$ cat src/verilog/hsm_pkg.sv
package hsm_pkg;

  // ----------------------------------------------------------------
  // command codes
  // ----------------------------------------------------------------
  localparam logic [7:0] HSM_CMD_CLEAR_FAULTS   = 8'h03;
  localparam logic [7:0] HSM_CMD_MISC_FAULT     = 8'h7f;
  localparam logic [7:0] HSM_CMD_VENDOR_FAULT   = 8'h80;
  localparam logic [7:0] HSM_CMD_VIN_READ       = 8'h88;
  localparam logic [7:0] HSM_CMD_VOUT_READ      = 8'h8b;
  localparam logic [7:0] HSM_CMD_IOUT_READ      = 8'h8c;
  localparam logic [7:0] HSM_CMD_TEMP_READ      = 8'h8d;
  localparam logic [7:0] HSM_CMD_PIN_READ       = 8'h97;
  localparam logic [7:0] HSM_CMD_PROTO_REV      = 8'h98;
  localparam logic [7:0] HSM_CMD_MAKER_STRING   = 8'h99;
  localparam logic [7:0] HSM_CMD_HW_REV         = 8'h9b;
  localparam logic [7:0] HSM_CMD_PART_ID        = 8'had;
  localparam logic [7:0] HSM_CMD_PART_REV       = 8'hae;
  localparam logic [7:0] HSM_CMD_TOOL_SCRATCH   = 8'hb0;
  localparam logic [7:0] HSM_CMD_OEM_SCRATCH    = 8'hb2;
  localparam logic [7:0] HSM_CMD_FAULT_PIN_OPT  = 8'hd2;
  localparam logic [7:0] HSM_CMD_FET_BAD_RESP   = 8'hd6;
  localparam logic [7:0] HSM_CMD_OVERPOWER_RESP = 8'hd7;
  localparam logic [7:0] HSM_CMD_ADC_MODE       = 8'hd8;
  localparam logic [7:0] HSM_CMD_ADC_AVG        = 8'hd9;
  localparam logic [7:0] HSM_CMD_TICK_TIMER     = 8'hdc;
  localparam logic [7:0] HSM_CMD_SYS_STATUS     = 8'he0;
  localparam logic [7:0] HSM_CMD_SYS_WARNING    = 8'he1;
  localparam logic [7:0] HSM_CMD_BUS_FAIL       = 8'he2;
  localparam logic [7:0] HSM_CMD_PAD_LIVE       = 8'he5;
  localparam logic [7:0] HSM_CMD_SPECIAL_ID     = 8'he7;
  localparam logic [7:0] HSM_CMD_FAMILY_STATUS  = 8'hef;
  localparam logic [7:0] HSM_CMD_SD_REASON      = 8'hf1;
  localparam logic [7:0] HSM_CMD_LIMIT_RANGE    = 8'hf2;
  localparam logic [7:0] HSM_CMD_MISC_CONFIG    = 8'hf3;
  localparam logic [7:0] HSM_CMD_PIN_POLARITY   = 8'hf4;
  localparam logic [7:0] HSM_CMD_LOW_OUT_SEL    = 8'hf5;
  localparam logic [7:0] HSM_CMD_HIGH_OUT_SEL   = 8'hf6;
  localparam logic [7:0] HSM_CMD_IN_SEL         = 8'hf7;

  // ----------------------------------------------------------------
  // reset values and constants
  // ----------------------------------------------------------------
  localparam logic [7:0]  HSM_RST_BYTE_ZERO      = 8'h00;
  localparam logic [15:0] HSM_RST_WORD_ZERO      = 16'h0000;
  localparam logic [7:0]  HSM_PROTO_REV_1P3      = 8'h33;
  localparam logic [7:0]  HSM_RST_FET_BAD_RESP   = 8'h41;
  localparam logic [15:0] HSM_RST_OVERPOWER_RESP = 16'hffe0;
  localparam logic [7:0]  HSM_RST_ADC_MODE       = 8'h01;
  localparam logic [7:0]  HSM_RST_ADC_AVG        = 8'h85;
  localparam logic [15:0] HSM_RST_LIMIT_RANGE    = 16'h5572;
  localparam logic [15:0] HSM_RST_MISC_CONFIG    = 16'h00ef;
  localparam logic [15:0] HSM_RST_PIN_POLARITY   = 16'h009b;
  localparam logic [15:0] HSM_RST_LOW_OUT_SEL    = 16'h5f43;
  localparam logic [15:0] HSM_RST_HIGH_OUT_SEL   = 16'h8207;
  localparam logic [15:0] HSM_RST_IN_SEL         = 16'h0005;
  localparam logic [47:0] HSM_RST_TICK           = 48'h000000000000;
  localparam logic [47:0] HSM_TICK_STEP          = 48'h000000000001;

  // averaged readbacks are shown while this bit of the averaging byte is set
  localparam int unsigned HSM_AVG_SHOW_BIT = 7;

  // ----------------------------------------------------------------
  // widths and answer lengths in bytes
  // ----------------------------------------------------------------
  localparam int unsigned HSM_DATA_W  = 48;
  localparam int unsigned HSM_NPINS   = 8;
  localparam logic [2:0]  HSM_LEN_NONE  = 3'h0;
  localparam logic [2:0]  HSM_LEN_BYTE  = 3'h1;
  localparam logic [2:0]  HSM_LEN_WORD  = 3'h2;
  localparam logic [2:0]  HSM_LEN_MAKER = 3'h3;
  localparam logic [2:0]  HSM_LEN_TICK  = 3'h6;

  typedef logic [HSM_DATA_W-1:0] hsm_data_t;

endpackage : hsm_pkg

$ cat src/verilog/hsm_tick_if.sv
`timescale 1ns/1ps
`default_nettype none

interface hsm_tick_if;
  import hsm_pkg::*;

  logic      load;
  hsm_data_t load_val;
  hsm_data_t value;

  modport timer (input load, input load_val, output value);
  modport user  (output load, output load_val, input value);

endinterface : hsm_tick_if

`default_nettype wire

$ cat src/verilog/hsm_tick_timer.sv
`timescale 1ns/1ps
`default_nettype none

module hsm_tick_timer
  import hsm_pkg::*;
(
  // clock and reset
  input  wire logic clk_i,
  input  wire logic nrst_i,
  input  wire logic ce_i,
  // tick source
  input  wire logic tick_i,
  // command side
  hsm_tick_if.timer tk
);
  import hsm_pkg::*;

  hsm_data_t count_reg;

  // a write in the same cycle as a tick wins, so the set time is exact
  always_ff @(posedge clk_i or negedge nrst_i) begin
    if (!nrst_i) begin
      count_reg <= HSM_RST_TICK;
    end else if (ce_i) begin
      if (tk.load) begin
        count_reg <= tk.load_val;
      end else if (tick_i) begin
        count_reg <= count_reg + HSM_TICK_STEP;
      end
    end
  end

  assign tk.value = count_reg;

endmodule : hsm_tick_timer

`default_nettype wire

$ cat src/verilog/hsm_command_bank.sv
`timescale 1ns/1ps
`default_nettype none

module hsm_command_bank
  import hsm_pkg::*;
#(
  // identification values, all arbitrary
  parameter logic [23:0] MAKER_STRING = 24'h414243,
  parameter logic [7:0]  HW_REVISION  = 8'h01,
  parameter logic [7:0]  PART_ID      = 8'h41,
  parameter logic [7:0]  PART_REV     = 8'h31,
  parameter logic [15:0] SPECIAL_ID   = 16'h1234
)(
  // clock, reset, enable
  input  wire logic                 clk_i,
  input  wire logic                 nrst_i,
  input  wire logic                 ce_i,
  // command port from the serial engine
  input  wire logic [7:0]           cmd_i,
  input  wire logic                 wr_i,
  input  wire logic                 rd_i,
  input  wire logic                 send_i,
  input  wire hsm_pkg::hsm_data_t   wdata_i,
  output logic                      rvalid_o,
  output hsm_pkg::hsm_data_t        rdata_o,
  output logic [2:0]                rlen_o,
  // measurements, instantaneous and averaged; temperature instantaneous only
  input  wire logic [15:0]          vin_inst_i,
  input  wire logic [15:0]          vin_avg_i,
  input  wire logic [15:0]          vout_inst_i,
  input  wire logic [15:0]          vout_avg_i,
  input  wire logic [15:0]          iout_inst_i,
  input  wire logic [15:0]          iout_avg_i,
  input  wire logic [15:0]          pin_inst_i,
  input  wire logic [15:0]          pin_avg_i,
  input  wire logic [15:0]          temp_i,
  // status events and live state
  input  wire logic [7:0]           misc_fault_set_i,
  input  wire logic [7:0]           vendor_fault_set_i,
  input  wire logic [15:0]          sys_status_set_i,
  input  wire logic [15:0]          sys_warning_set_i,
  input  wire logic [7:0]           bus_fail_set_i,
  input  wire logic                 shutdown_i,
  input  wire logic [7:0]           shutdown_cause_i,
  input  wire logic [15:0]          pad_live_i,
  input  wire logic [7:0]           family_status_i,
  input  wire logic                 tick_i,
  // settings to the rest of the device
  output logic [7:0]                fault_pin_option_o,
  output logic [7:0]                fet_bad_response_o,
  output logic [15:0]               overpower_response_o,
  output logic [7:0]                adc_mode_o,
  output logic [7:0]                adc_avg_o,
  output logic [15:0]               limit_range_o,
  output logic [15:0]               misc_config_o,
  output logic [15:0]               pin_polarity_o,
  output logic [15:0]               low_out_sel_o,
  output logic [15:0]               high_out_sel_o,
  output logic [15:0]               in_sel_o,
  output logic [HSM_NPINS-1:0]      pad_in_o
);
  import hsm_pkg::*;

  // ----------------------------------------------------------------
  // decode
  // ----------------------------------------------------------------
  logic        clr_all;
  logic [7:0]  w8;
  logic [15:0] w16;
  assign clr_all = send_i && (cmd_i == HSM_CMD_CLEAR_FAULTS);
  assign w8      = wdata_i[7:0];
  assign w16     = wdata_i[15:0];
  function automatic logic wr_hit(input logic [7:0] code);
    wr_hit = wr_i && (cmd_i == code);
  endfunction : wr_hit

  // ----------------------------------------------------------------
  // latched status, write one to clear
  // ----------------------------------------------------------------
  // a new event wins over a clear that lands in the same cycle
  logic [7:0]  misc_fault_reg;
  logic [7:0]  vendor_fault_reg;
  logic [15:0] sys_status_reg;
  logic [15:0] sys_warning_reg;
  logic [7:0]  misc_clr;
  logic [7:0]  vendor_clr;
  logic [15:0] status_clr;
  logic [15:0] warning_clr;
  always_comb begin
    misc_clr    = (wr_hit(HSM_CMD_MISC_FAULT)   ? w8  : HSM_RST_BYTE_ZERO) | {8{clr_all}};
    vendor_clr  = (wr_hit(HSM_CMD_VENDOR_FAULT) ? w8  : HSM_RST_BYTE_ZERO) | {8{clr_all}};
    status_clr  = (wr_hit(HSM_CMD_SYS_STATUS)   ? w16 : HSM_RST_WORD_ZERO) | {16{clr_all}};
    warning_clr = (wr_hit(HSM_CMD_SYS_WARNING)  ? w16 : HSM_RST_WORD_ZERO) | {16{clr_all}};
  end

  always_ff @(posedge clk_i or negedge nrst_i) begin
    if (!nrst_i) begin
      misc_fault_reg   <= HSM_RST_BYTE_ZERO;
      vendor_fault_reg <= HSM_RST_BYTE_ZERO;
    end else if (ce_i) begin
      misc_fault_reg   <= (misc_fault_reg & ~misc_clr) | misc_fault_set_i;
      vendor_fault_reg <= (vendor_fault_reg & ~vendor_clr) | vendor_fault_set_i;
    end
  end

  always_ff @(posedge clk_i or negedge nrst_i) begin
    if (!nrst_i) begin
      sys_status_reg  <= HSM_RST_WORD_ZERO;
      sys_warning_reg <= HSM_RST_WORD_ZERO;
    end else if (ce_i) begin
      sys_status_reg  <= (sys_status_reg & ~status_clr) | sys_status_set_i;
      sys_warning_reg <= (sys_warning_reg & ~warning_clr) | sys_warning_set_i;
    end
  end

  // ----------------------------------------------------------------
  // failed-transfer detail and shutdown reason
  // ----------------------------------------------------------------
  logic [7:0] bus_fail_reg;
  logic [7:0] sd_reason_reg;
  // host may write the detail byte; fresh failures still land on top
  always_ff @(posedge clk_i or negedge nrst_i) begin
    if (!nrst_i) begin
      bus_fail_reg <= HSM_RST_BYTE_ZERO;
    end else if (ce_i) begin
      if (clr_all) begin
        bus_fail_reg <= bus_fail_set_i;
      end else if (wr_hit(HSM_CMD_BUS_FAIL)) begin
        bus_fail_reg <= w8 | bus_fail_set_i;
      end else begin
        bus_fail_reg <= bus_fail_reg | bus_fail_set_i;
      end
    end
  end

  // no host write path: the reason only changes on a shutdown or a clear
  always_ff @(posedge clk_i or negedge nrst_i) begin
    if (!nrst_i) begin
      sd_reason_reg <= HSM_RST_BYTE_ZERO;
    end else if (ce_i) begin
      if (shutdown_i) begin
        sd_reason_reg <= shutdown_cause_i;
      end else if (clr_all) begin
        sd_reason_reg <= HSM_RST_BYTE_ZERO;
      end
    end
  end

  // ----------------------------------------------------------------
  // configuration bytes and words
  // ----------------------------------------------------------------
  logic [7:0]  fault_pin_option_reg;
  logic [7:0]  fet_bad_response_reg;
  logic [15:0] overpower_response_reg;
  logic [7:0]  adc_mode_reg;
  logic [7:0]  adc_avg_reg;
  always_ff @(posedge clk_i or negedge nrst_i) begin
    if (!nrst_i) begin
      fault_pin_option_reg   <= HSM_RST_BYTE_ZERO;
      fet_bad_response_reg   <= HSM_RST_FET_BAD_RESP;
      overpower_response_reg <= HSM_RST_OVERPOWER_RESP;
    end else if (ce_i) begin
      if (wr_hit(HSM_CMD_FAULT_PIN_OPT)) begin
        fault_pin_option_reg <= w8;
      end
      if (wr_hit(HSM_CMD_FET_BAD_RESP)) begin
        fet_bad_response_reg <= w8;
      end
      if (wr_hit(HSM_CMD_OVERPOWER_RESP)) begin
        overpower_response_reg <= w16;
      end
    end
  end

  always_ff @(posedge clk_i or negedge nrst_i) begin
    if (!nrst_i) begin
      adc_mode_reg <= HSM_RST_ADC_MODE;
      adc_avg_reg  <= HSM_RST_ADC_AVG;
    end else if (ce_i) begin
      if (wr_hit(HSM_CMD_ADC_MODE)) begin
        adc_mode_reg <= w8;
      end
      if (wr_hit(HSM_CMD_ADC_AVG)) begin
        adc_avg_reg <= w8;
      end
    end
  end

  logic [15:0] limit_range_reg;
  logic [15:0] misc_config_reg;
  logic [15:0] pin_polarity_reg;
  logic [15:0] low_out_sel_reg;
  logic [15:0] high_out_sel_reg;
  logic [15:0] in_sel_reg;
  logic [15:0] tool_scratch_reg;
  logic [15:0] oem_scratch_reg;
  always_ff @(posedge clk_i or negedge nrst_i) begin
    if (!nrst_i) begin
      limit_range_reg  <= HSM_RST_LIMIT_RANGE;
      misc_config_reg  <= HSM_RST_MISC_CONFIG;
      tool_scratch_reg <= HSM_RST_WORD_ZERO;
      oem_scratch_reg  <= HSM_RST_WORD_ZERO;
    end else if (ce_i) begin
      if (wr_hit(HSM_CMD_LIMIT_RANGE)) begin
        limit_range_reg <= w16;
      end
      if (wr_hit(HSM_CMD_MISC_CONFIG)) begin
        misc_config_reg <= w16;
      end
      if (wr_hit(HSM_CMD_TOOL_SCRATCH)) begin
        tool_scratch_reg <= w16;
      end
      if (wr_hit(HSM_CMD_OEM_SCRATCH)) begin
        oem_scratch_reg <= w16;
      end
    end
  end

  always_ff @(posedge clk_i or negedge nrst_i) begin
    if (!nrst_i) begin
      pin_polarity_reg <= HSM_RST_PIN_POLARITY;
      low_out_sel_reg  <= HSM_RST_LOW_OUT_SEL;
      high_out_sel_reg <= HSM_RST_HIGH_OUT_SEL;
      in_sel_reg       <= HSM_RST_IN_SEL;
    end else if (ce_i) begin
      if (wr_hit(HSM_CMD_PIN_POLARITY)) begin
        pin_polarity_reg <= w16;
      end
      if (wr_hit(HSM_CMD_LOW_OUT_SEL)) begin
        low_out_sel_reg <= w16;
      end
      if (wr_hit(HSM_CMD_HIGH_OUT_SEL)) begin
        high_out_sel_reg <= w16;
      end
      if (wr_hit(HSM_CMD_IN_SEL)) begin
        in_sel_reg <= w16;
      end
    end
  end

  // ----------------------------------------------------------------
  // tick timer
  // ----------------------------------------------------------------
  hsm_tick_if tick_bus ();
  // spelled out: nets read inside a function would not wake a continuous assign
  assign tick_bus.load     = wr_i && (cmd_i == HSM_CMD_TICK_TIMER);
  assign tick_bus.load_val = wdata_i;
  hsm_tick_timer u_tick (
    .clk_i  (clk_i),
    .nrst_i (nrst_i),
    .ce_i   (ce_i),
    .tick_i (tick_i),
    .tk     (tick_bus.timer)
  );

  // ----------------------------------------------------------------
  // pad inputs, polarity applied per pin
  // ----------------------------------------------------------------
  logic [HSM_NPINS-1:0] pad_in_reg;
  // pad state sits in the low byte of the live word
  generate
    for (genvar p = 0; p < HSM_NPINS; p++) begin : g_pad
      always_ff @(posedge clk_i or negedge nrst_i) begin
        if (!nrst_i) begin
          pad_in_reg[p] <= 1'b0;
        end else if (ce_i) begin
          pad_in_reg[p] <= pad_live_i[p] ^ pin_polarity_reg[p];
        end
      end
    end
  endgenerate

  // ----------------------------------------------------------------
  // read answer
  // ----------------------------------------------------------------
  logic      show_avg;
  hsm_data_t rd_val;
  logic [2:0] rd_len;
  assign show_avg = adc_avg_reg[HSM_AVG_SHOW_BIT];
  // unknown codes answer length zero so the serial engine can refuse them
  always_comb begin
    rd_val = '0;
    rd_len = HSM_LEN_WORD;
    case (cmd_i)
      HSM_CMD_MISC_FAULT:     begin rd_val[7:0]  = misc_fault_reg;   rd_len = HSM_LEN_BYTE; end
      HSM_CMD_VENDOR_FAULT:   begin rd_val[7:0]  = vendor_fault_reg; rd_len = HSM_LEN_BYTE; end
      HSM_CMD_VIN_READ:       rd_val[15:0] = show_avg ? vin_avg_i  : vin_inst_i;
      HSM_CMD_VOUT_READ:      rd_val[15:0] = show_avg ? vout_avg_i : vout_inst_i;
      HSM_CMD_IOUT_READ:      rd_val[15:0] = show_avg ? iout_avg_i : iout_inst_i;
      HSM_CMD_TEMP_READ:      rd_val[15:0] = temp_i;
      HSM_CMD_PIN_READ:       rd_val[15:0] = show_avg ? pin_avg_i  : pin_inst_i;
      HSM_CMD_PROTO_REV:      begin rd_val[7:0]  = HSM_PROTO_REV_1P3; rd_len = HSM_LEN_BYTE; end
      HSM_CMD_MAKER_STRING:   begin rd_val[23:0] = MAKER_STRING; rd_len = HSM_LEN_MAKER; end
      HSM_CMD_HW_REV:         begin rd_val[7:0]  = HW_REVISION;  rd_len = HSM_LEN_BYTE; end
      HSM_CMD_PART_ID:        begin rd_val[7:0]  = PART_ID;      rd_len = HSM_LEN_BYTE; end
      HSM_CMD_PART_REV:       begin rd_val[7:0]  = PART_REV;     rd_len = HSM_LEN_BYTE; end
      HSM_CMD_TOOL_SCRATCH:   rd_val[15:0] = tool_scratch_reg;
      HSM_CMD_OEM_SCRATCH:    rd_val[15:0] = oem_scratch_reg;
      HSM_CMD_FAULT_PIN_OPT:  begin rd_val[7:0] = fault_pin_option_reg; rd_len = HSM_LEN_BYTE; end
      HSM_CMD_FET_BAD_RESP:   begin rd_val[7:0] = fet_bad_response_reg; rd_len = HSM_LEN_BYTE; end
      HSM_CMD_OVERPOWER_RESP: rd_val[15:0] = overpower_response_reg;
      HSM_CMD_ADC_MODE:       begin rd_val[7:0] = adc_mode_reg; rd_len = HSM_LEN_BYTE; end
      HSM_CMD_ADC_AVG:        begin rd_val[7:0] = adc_avg_reg;  rd_len = HSM_LEN_BYTE; end
      HSM_CMD_TICK_TIMER:     begin rd_val = tick_bus.value; rd_len = HSM_LEN_TICK; end
      HSM_CMD_SYS_STATUS:     rd_val[15:0] = sys_status_reg;
      HSM_CMD_SYS_WARNING:    rd_val[15:0] = sys_warning_reg;
      HSM_CMD_BUS_FAIL:       begin rd_val[7:0] = bus_fail_reg; rd_len = HSM_LEN_BYTE; end
      HSM_CMD_PAD_LIVE:       rd_val[15:0] = pad_live_i;
      HSM_CMD_SPECIAL_ID:     rd_val[15:0] = SPECIAL_ID;
      HSM_CMD_FAMILY_STATUS:  begin rd_val[7:0] = family_status_i; rd_len = HSM_LEN_BYTE; end
      HSM_CMD_SD_REASON:      begin rd_val[7:0] = sd_reason_reg;   rd_len = HSM_LEN_BYTE; end
      HSM_CMD_LIMIT_RANGE:    rd_val[15:0] = limit_range_reg;
      HSM_CMD_MISC_CONFIG:    rd_val[15:0] = misc_config_reg;
      HSM_CMD_PIN_POLARITY:   rd_val[15:0] = pin_polarity_reg;
      HSM_CMD_LOW_OUT_SEL:    rd_val[15:0] = low_out_sel_reg;
      HSM_CMD_HIGH_OUT_SEL:   rd_val[15:0] = high_out_sel_reg;
      HSM_CMD_IN_SEL:         rd_val[15:0] = in_sel_reg;
      default:                rd_len = HSM_LEN_NONE;
    endcase
  end
  // read-only codes have no write path above, so a write is dropped
  always_ff @(posedge clk_i or negedge nrst_i) begin
    if (!nrst_i) begin
      rvalid_o <= 1'b0;
      rdata_o  <= '0;
      rlen_o   <= HSM_LEN_NONE;
    end else if (ce_i) begin
      rvalid_o <= rd_i;
      if (rd_i) begin
        rdata_o <= rd_val;
        rlen_o  <= rd_len;
      end
    end
  end
  // ----------------------------------------------------------------
  // settings out
  // ----------------------------------------------------------------
  assign fault_pin_option_o   = fault_pin_option_reg;
  assign fet_bad_response_o   = fet_bad_response_reg;
  assign overpower_response_o = overpower_response_reg;
  assign adc_mode_o           = adc_mode_reg;
  assign adc_avg_o            = adc_avg_reg;
  assign limit_range_o        = limit_range_reg;
  assign misc_config_o        = misc_config_reg;
  assign pin_polarity_o       = pin_polarity_reg;
  assign low_out_sel_o        = low_out_sel_reg;
  assign high_out_sel_o       = high_out_sel_reg;
  assign in_sel_o             = in_sel_reg;
  assign pad_in_o             = pad_in_reg;
endmodule : hsm_command_bank

`default_nettype wire

$ cat config.mk
export PLATFORM = sky130hd
export DESIGN_NAME = hsm_command_bank
export DESIGN_NICKNAME = d
export VERILOG_FILES = /design/src/verilog/hsm_pkg.sv /design/src/verilog/hsm_tick_if.sv /design/src/verilog/hsm_tick_timer.sv /design/src/verilog/hsm_command_bank.sv
export SDC_FILE = /design/constraint.sdc
export NUM_CORES = 1
export LEC_CHECK = 0
export BUFFER_PORTS_ARGS = -buffer_cell sky130_fd_sc_hd__buf_2
export CORE_UTILIZATION = 48
export DETAILED_ROUTE_END_ITERATION = 8
export GPL_TIMING_DRIVEN = 0
export PLACE_DENSITY = 0.78
export SLEW_MARGIN = 0
export SYNTH_ARGS = -nofsm -noshare
export SYNTH_HDL_FRONTEND = slang
export SYNTH_SLANG_ARGS = --single-unit
$ cat constraint.sdc
create_clock -name clk_i -period 2.2 [get_ports clk_i]
set_input_delay 0.22 -clock clk_i [delete_from_list [all_inputs] [get_ports clk_i]]
set_output_delay 0.22 -clock clk_i [all_outputs]
set_load 0.05 [all_outputs]
==> metrics.md, run 1 <==
| Metric | Value |
|---|---|
| Final Slew Violations | 0 |
| Avg Vias per Cell | 6.778 |
| Gr ovfl total | 0 |
| Peak VDD IR | 0.6354 mV |
| CTS Root Cell | clkbuf_16 |
| GRT Overall Usage | 0.4822 |
| Final Hold Slack | 0.006815 ns |
| CP top delay family | compound AO/OA/AOI/OAI gates |
| Failing checks | negative setup slack |
| RSZ-0062 raised after global routing | true |
| Fmax | 0.4066 GHz |
| Total wire length | 96.08 mm |
| RD Place Congestion | 1.029 |
| CP max-delay cell | dfstp_2 |
| Final Critical Period | 2.459 ns |
| Core Area | 37580 um2 |
| CP bufs+invs | 1 |
| Unique masters post-synth | 82 |
| Cell taking the most area after synthesis | dfrtp_1 |
| DRC | 0 |
| Routed len/inst | 32.09 um |
| Cells after Synth | 1775 |
| Warnings from Yosys | 0 |
| Worst hold stages | 3 |
| CP Capture Type | flip-flop |
| Hold violation count in the final report | 0 |
| Largest net degree at the start of global routing | 104 |
| Nets | 2747 |
| H-tree depth | 2 |
| Reg2reg end | rdata_o[3]$_DFFE_PN0P_ |
| Worst Slack Setup Final | -0.2593 ns |
| Most instantiated cells after synthesis | 295 x dfrtp_1, 226 x nand2_1, 201 x mux2_2 |
| Die width | 197.2 um |
| Period utilization | 1.118 |
| Primary flip-flop cell chosen by synthesis mapping | dfrtp_1 |
| Count leader, synth | dfrtp_1 |
| TritonCTS Sinks | 348 |
| Pwr Density | 646.8 nW/um2 |
| Syn avg cell area | 10.30 um2 |
| Crit-path cells | buf_4 > mux2_4 > a222oi_1 > o21ai_1 > or4_1 > a22o_1 |
| Crit path DAT | 2.92 ns |
| DPL Wire Length | 69.94 mm |
| # rows | 71 |
| First-pass GRT wire length | 133.9 mm |
| Internal reg-to-reg setup slack | -0.26 ns |
| Rel. slew slack | 0.2626 |
| Via count | 20290 |
| Mapped Nets | 2072 |
| Worst Reg-to-Reg Cells | 6 |
| Die ar. | 38890 um2 |
| Hold Path End | u_tick.tk.value[43]$_DFFE_PN0P_ |
| CTS tree | done |
| Post-synth EDFFs | 0 |
| Top cell type's share of synthesized area | 0.4036 |
| Hold Crit Class | in2reg |
| HP Start | wdata_i[43] |
| Number of CTS-inserted buffers | 39 |
| FF-to-FF Start | adc_avg_o[7]$_DFFE_PN1P_ |
| Die H | 197.2 um |
| Non-filler instance count after layout | 2994 |
| CP Class | reg2reg |
| Seq/Total Area, Yosys | 0.4798 |
| Clock Path Buffers | 3 |
| Initial Utilization | 0.4867 |
| Number of global-route vias before repair | 19420 |
| Max Cap Viol | 0 |
| Slew @ Worst Pin | 1.106 ns |
| DP Area | 21550 um2 |
| CP Launch Type | flip-flop |
| Crit Path Max Fanout | 4 |
| Antenna Violating Nets Remaining | 0 |
| Status | finished with violations |
| Area delta synth->final | 38.54% |
| Share of layout cells above drive strength 1 | 0.4444 |
| Slowest stage delay, CP | 0.58 ns |
| Reg clk slew, reported paths | 0.07 ns |
| Post-placement cell count | 2776 |
| Critical path required time | 2.67 ns |
| Tot Pwr | 16390 uW |
| Synth area leaders | dfrtp_1 40%, mux2_2 12%, dfstp_2 7.6%, nand2_1 4.6%, a22oi_1 3.4% |
| Synth Register Bits | 348 |
| Initial antenna violation count | 8 |
| Cell area after layout | 25340 um2 |
| Clk_lat worst skew | 0.57 ns |
| # IOs | 500 |
| Max Clock Skew | 0.02336 ns |
| First-pass DRT Iterations | 8 |
| Final setup violation count | 16 |
| First DRT Iteration DRCs | 2865 |
| Lkg Pwr | 0.01159 uW |
| Async S/R FF share, synth | 1.000 |
| Input/output buffers | 487 |
| Synthesized area | 18290 um2 |
[metal layers]
metal | track usage | part of all wire | up-vias
met5 | 0 | 0.00016 | -
met4 | 0.3147 | 0.080 | 2
met3 | 0.1313 | 0.13 | 469
met2 | 0.7324 | 0.44 | 1894
met1 | 0.6049 | 0.35 | 9849
li1 | - | - | 8080
[how the worst max path moves through the flow]
stage	startpoint	end	slack (ns)	cells past startpoint
floorplan	cmd_i[4]	rdata_o[1]$_DFFE_PN0P_	-0.20	9
global placement	nrst_i	misc_config_o[13]$_DFFE_PN0P_	-5.81	1
detailed placement	cmd_i[7]	rdata_o[7]$_DFFE_PN0P_	-1.62	8
CTS	adc_avg_o[7]$_DFFE_PN1P_	rdata_o[12]$_DFFE_PN0P_	-0.21	8
global route	adc_avg_o[7]$_DFFE_PN1P_	rdata_o[12]$_DFFE_PN0P_	-0.27	8
finish	adc_avg_o[7]$_DFFE_PN1P_	rdata_o[3]$_DFFE_PN0P_	-0.26	6
[metrics by stage]
step	setup TNS, ns	setup slack [ns]	util
floorplan	-1.647	-0.2032	-
global placement	-2178.33	-5.811	0.5706
detailed placement	-281.34	-1.621	0.5735
CTS	-1.593	-0.2120	0.6595
global route	-2.501	-0.2705	0.6742
finish	-2.231	-0.2593	0.6743
[repair_timing]
item,in CTS,in global routing
pin swaps,41,28
hold buffers,81,0
gates resized for setup,188,97
endpoints found under the hold margin,143,0
endpoints found under the setup margin,259,154
setup buffers,43,30
[final cells by class]
class	instances	area, um2
multi-input cells	1260	9653
clock buffers	56	1162
repair buffers	644	3976
clock inverters	15	206.4
diodes	3	7.507
flip-flops and latches	348	8783
plain buffers	145	865.8
inverters	12	45.04
well taps	511	639.4
fillers	2971	12240
[worst reg2reg max path, stage by stage, from the launching register on]
cell and delay (ns):
dfstp_2 0.58, buf_4 0.13, mux2_4 0.28, a222oi_1 0.50
o21ai_1 0.19, or4_1 0.49, a22o_1 0.20
[cells in the final DEF (no fill, tap or decap), types with 31 or more instances in the layout]
master,netlist,routed
a21oi_1,93,87
a22oi_1,84,72
a32o_1,49,49
buf_2,23,501
buf_4,0,67
clkbuf_1,115,70
clkbuf_16,0,43
clkbuf_2,1,31
dfrtp_1,295,288
dfstp_2,53,53
dlygate4sd3_1,0,81
mux2_2,201,191
nand2_1,226,222
nand3_1,54,48
nor2_1,55,48
o21ai_0,96,87
[cell families (layout without fill, tap and decap cells)]
kind of cell,Yosys count,count (layout),share of synthesized area
AND/OR/NAND/NOR,538,538,0.1495
AO/OA/AOI/OAI,475,475,0.1843
flip-flops,348,348,0.4798
multiplexers,238,238,0.1440
buffers and inverters,167,872,0.03797
XOR/XNOR,8,8,0.003831
adder cells (fa/ha/maj),1,1,0.0006840
other,0,3,0
[where the power goes]
| group | switching, uW | internal (uW) |
|---|---|---|
| combinational | 1460 | 856 |
| sequential | 284 | 6640 |
| clock | 2880 | 4270 |
Power figures use the tool's default switching activity.
==> run 2, diff against run 1 <==
--- a/config.mk
+++ b/config.mk
@@ -9,7 +9,7 @@
 export CORE_UTILIZATION = 48
 export DETAILED_ROUTE_END_ITERATION = 8
 export GPL_TIMING_DRIVEN = 0
-export PLACE_DENSITY = 0.78
+export PLACE_DENSITY = 0.88
 export SLEW_MARGIN = 0
 export SYNTH_ARGS = -nofsm -noshare
 export SYNTH_HDL_FRONTEND = slang
==> constraint.sdc (replaced) <==
create_clock -name clk_i -period 2.1 [get_ports clk_i]
set_input_delay 0.21 -clock clk_i [delete_from_list [all_inputs] [get_ports clk_i]]
set_output_delay 0.21 -clock clk_i [all_outputs]
set_load 0.05 [all_outputs]
==> run 2 against run 1 <==
The flow finishes with violations (negative hold slack, negative setup slack); first-iteration DRC count increased by 5.5%; sequential power increased by 4.8%; fmax decreased by 2.2%; core utilization increased by 0.77 points; power increased by 1.4%; sequential share of layout area decreased by 0.37 points; clock skew decreased by 0.0051 ns; register-to-register slack got worse by 0.15 ns; flip-flop and latch count unchanged; non-clock buffer count increased by 21; via count increased by 2.7%; cell area increased by 1.1%; highest routed layer unchanged.
==> metrics.md, run 2 (same netlist as run 1, synthesis figures left out) <==
| Metric | Value |
|---|---|
| Status | finished with violations |
| Failing checks | negative hold slack, negative setup slack |
| Rel. slew slack | 0.3179 |
| Slowest stage delay, CP | 0.70 ns |
| Core Area | 37580 um2 |
| Area delta synth->final | 40.12% |
| Initial Utilization | 0.4867 |
| Slew @ Worst Pin | 1.023 ns |
| Post-placement cell count | 2775 |
| First DRT Iteration DRCs | 3022 |
| Fmax | 0.3977 GHz |
| Commonest non-fill, non-tap cell in the layout | buf_2 |
| Crit Path Max Fanout | 6 |
| Final core utilization | 0.6820 |
| CP Class | reg2reg |
| FILL cells | 2773 |
| Die H | 197.2 um |
| GR Util met3 | 0.1613 |
| RD Place Congestion | 1.037 |
| Total wire length | 96.85 mm |
| Busiest grt layer | met2 |
| DPL Wire Length | 68.73 mm |
| Worst Reg-to-Reg Cells | 7 |
| Share of layout cells above drive strength 1 | 0.4544 |
| Max Cap Viol | 0 |
| Worst Slack Setup Final | -0.4143 ns |
| Clock Path Buffers | 3 |
| Critical path required time | 2.57 ns |
| H-tree depth | 2 |
| RSZ-0062 raised after global routing | true |
| CP top delay family | flip-flops |
| DP Area | 21580 um2 |
| Number of global-route vias before repair | 20110 |
| CP Launch Type | flip-flop |
| Antenna Violating Nets Remaining | 0 |
| CP bufs+invs | 2 |
| CTS tree | done |
| Tot Pwr | 16610 uW |
| CP Capture Type | flip-flop |
| # rows | 71 |
| Routed len/inst | 32.10 um |
| Via count | 20830 |
| Clk_lat worst skew | 0.59 ns |
| Final Hold Slack | -0.004982 ns |
| Reg clk slew, reported paths | 0.07 ns |
| Period utilization | 1.197 |
| Cell area after layout | 25630 um2 |
| Non-filler instance count after layout | 3017 |
| Die width | 197.2 um |
| Commonest non-fill, non-tap cells in the layout | 497 x buf_2, 287 x dfrtp_1, 219 x nand2_1 |
| TritonCTS Sinks | 348 |
| First-pass DRT Iterations | 9 |
| Crit path DAT | 2.98 ns |
| Lkg Pwr | 0.01176 uW |
| Final setup violation count | 28 |
| Worst hold stages | 3 |
| Input/output buffers | 487 |
| GRT Overall Usage | 0.4877 |
| CTS Root Cell | clkbuf_16 |
| CP max-delay cell | dfstp_4 |
| First-pass GRT wire length | 136.1 mm |
| Final Slew Violations | 0 |
| Crit path depth | 7 |
| Hold violation count in the final report | 3 |
| Number of CTS-inserted buffers | 38 |
| Final Critical Period | 2.514 ns |
| Die ar. | 38890 um2 |
| # IOs | 500 |
| Peak VDD IR | 0.5343 mV |
| Nets | 2768 |
| Met1 usage | 0.5937 |
| DRC | 0 |
| Initial antenna violation count | 5 |
| Max Clock Skew | 0.01826 ns |
| Crit-path cells | buf_12 > buf_6 > mux2_2 > a22oi_1 > nand3_1 > or4_1 > a22o_1 |
| Gr ovfl total | 0 |
| Global Route met2 Usage | 0.7182 |
| Largest net degree at the start of global routing | 126 |
| Pwr Density | 648.3 nW/um2 |
| Avg Vias per Cell | 6.905 |
| Hold Crit Class | in2reg |
| Internal reg-to-reg setup slack | -0.41 ns |
run 2: final timing paths:
kind | startpoint | endpoint
min | wdata_i[16] | u_tick.tk.value[16]$_DFFE_PN0P_
max | adc_avg_o[7]$_DFFE_PN1P_ | rdata_o[3]$_DFFE_PN0P_
max reg2reg | adc_avg_o[7]$_DFFE_PN1P_ | rdata_o[3]$_DFFE_PN0P_
max in group asynchronous | nrst_i | tool_scratch_reg[10]$_DFFE_PN0P_
min reg2reg | rdata_o[38]$_DFFE_PN0P_ | rdata_o[38]$_DFFE_PN0P_
min in group asynchronous | nrst_i | pad_in_o[1]$_DFFE_PN0P_
run 2: per-stage QoR:
step	setup TNS [ns]	setup slack (ns)
after floorplan	-2.489	-0.2932
after global routing	-5.096	-0.4209
after global placement	-2149.51	-5.776
after CTS	-4.877	-0.3912
after detailed placement	-271.66	-1.798
final	-4.752	-0.4143
run 2: metal layers:
layer	wire [um]	vias to the layer above
li1	-	8129
met1	33040	10070
met2	41310	2040
met3	13320	597
met4	9167	2
met5	13	-
run 2: worst register-to-register path, stage by stage (launching register included):
cell	delay, ns
dfstp_4	0.70
buf_12	0.17
buf_6	0.15
mux2_2	0.34
a22oi_1	0.17
nand3_1	0.19
or4_1	0.50
a22o_1	0.19
run 2: power breakdown:
part | internal, uW | total, uW | switching (uW) | leakage [uW]
Combinational | 912 | 2470 | 1560 | 0.00688
Sequential | 6960 | 7260 | 296 | 0.00426
Clock | 3910 | 6890 | 2980 | 0.000607
run 2: layout make-up:
type / count / area (um2) / share of cell area
plain buffers: 144 / 880.8 / 0.03437
well taps: 511 / 639.4 / 0.02495
inverters: 12 / 45.04 / 0.001758
clock buffers: 59 / 1151 / 0.04492
multi-input cells: 1261 / 9828 / 0.3835
repair buffers: 666 / 4193 / 0.1636
diodes: 6 / 15.01 / 0.0005859
flip-flops and latches: 348 / 8788 / 0.3429
clock inverters: 10 / 87.58 / 0.003417
run 2: timing repair:
action / in CTS / in global routing
gates resized for setup: 193 / 148
endpoints found under the hold margin: 173 / 3
cloned: 3 / 1
pin swaps: 54 / 43
hold buffers: 86 / 3
endpoints found under the setup margin: 222 / 207
buffers inserted: 66 / 19
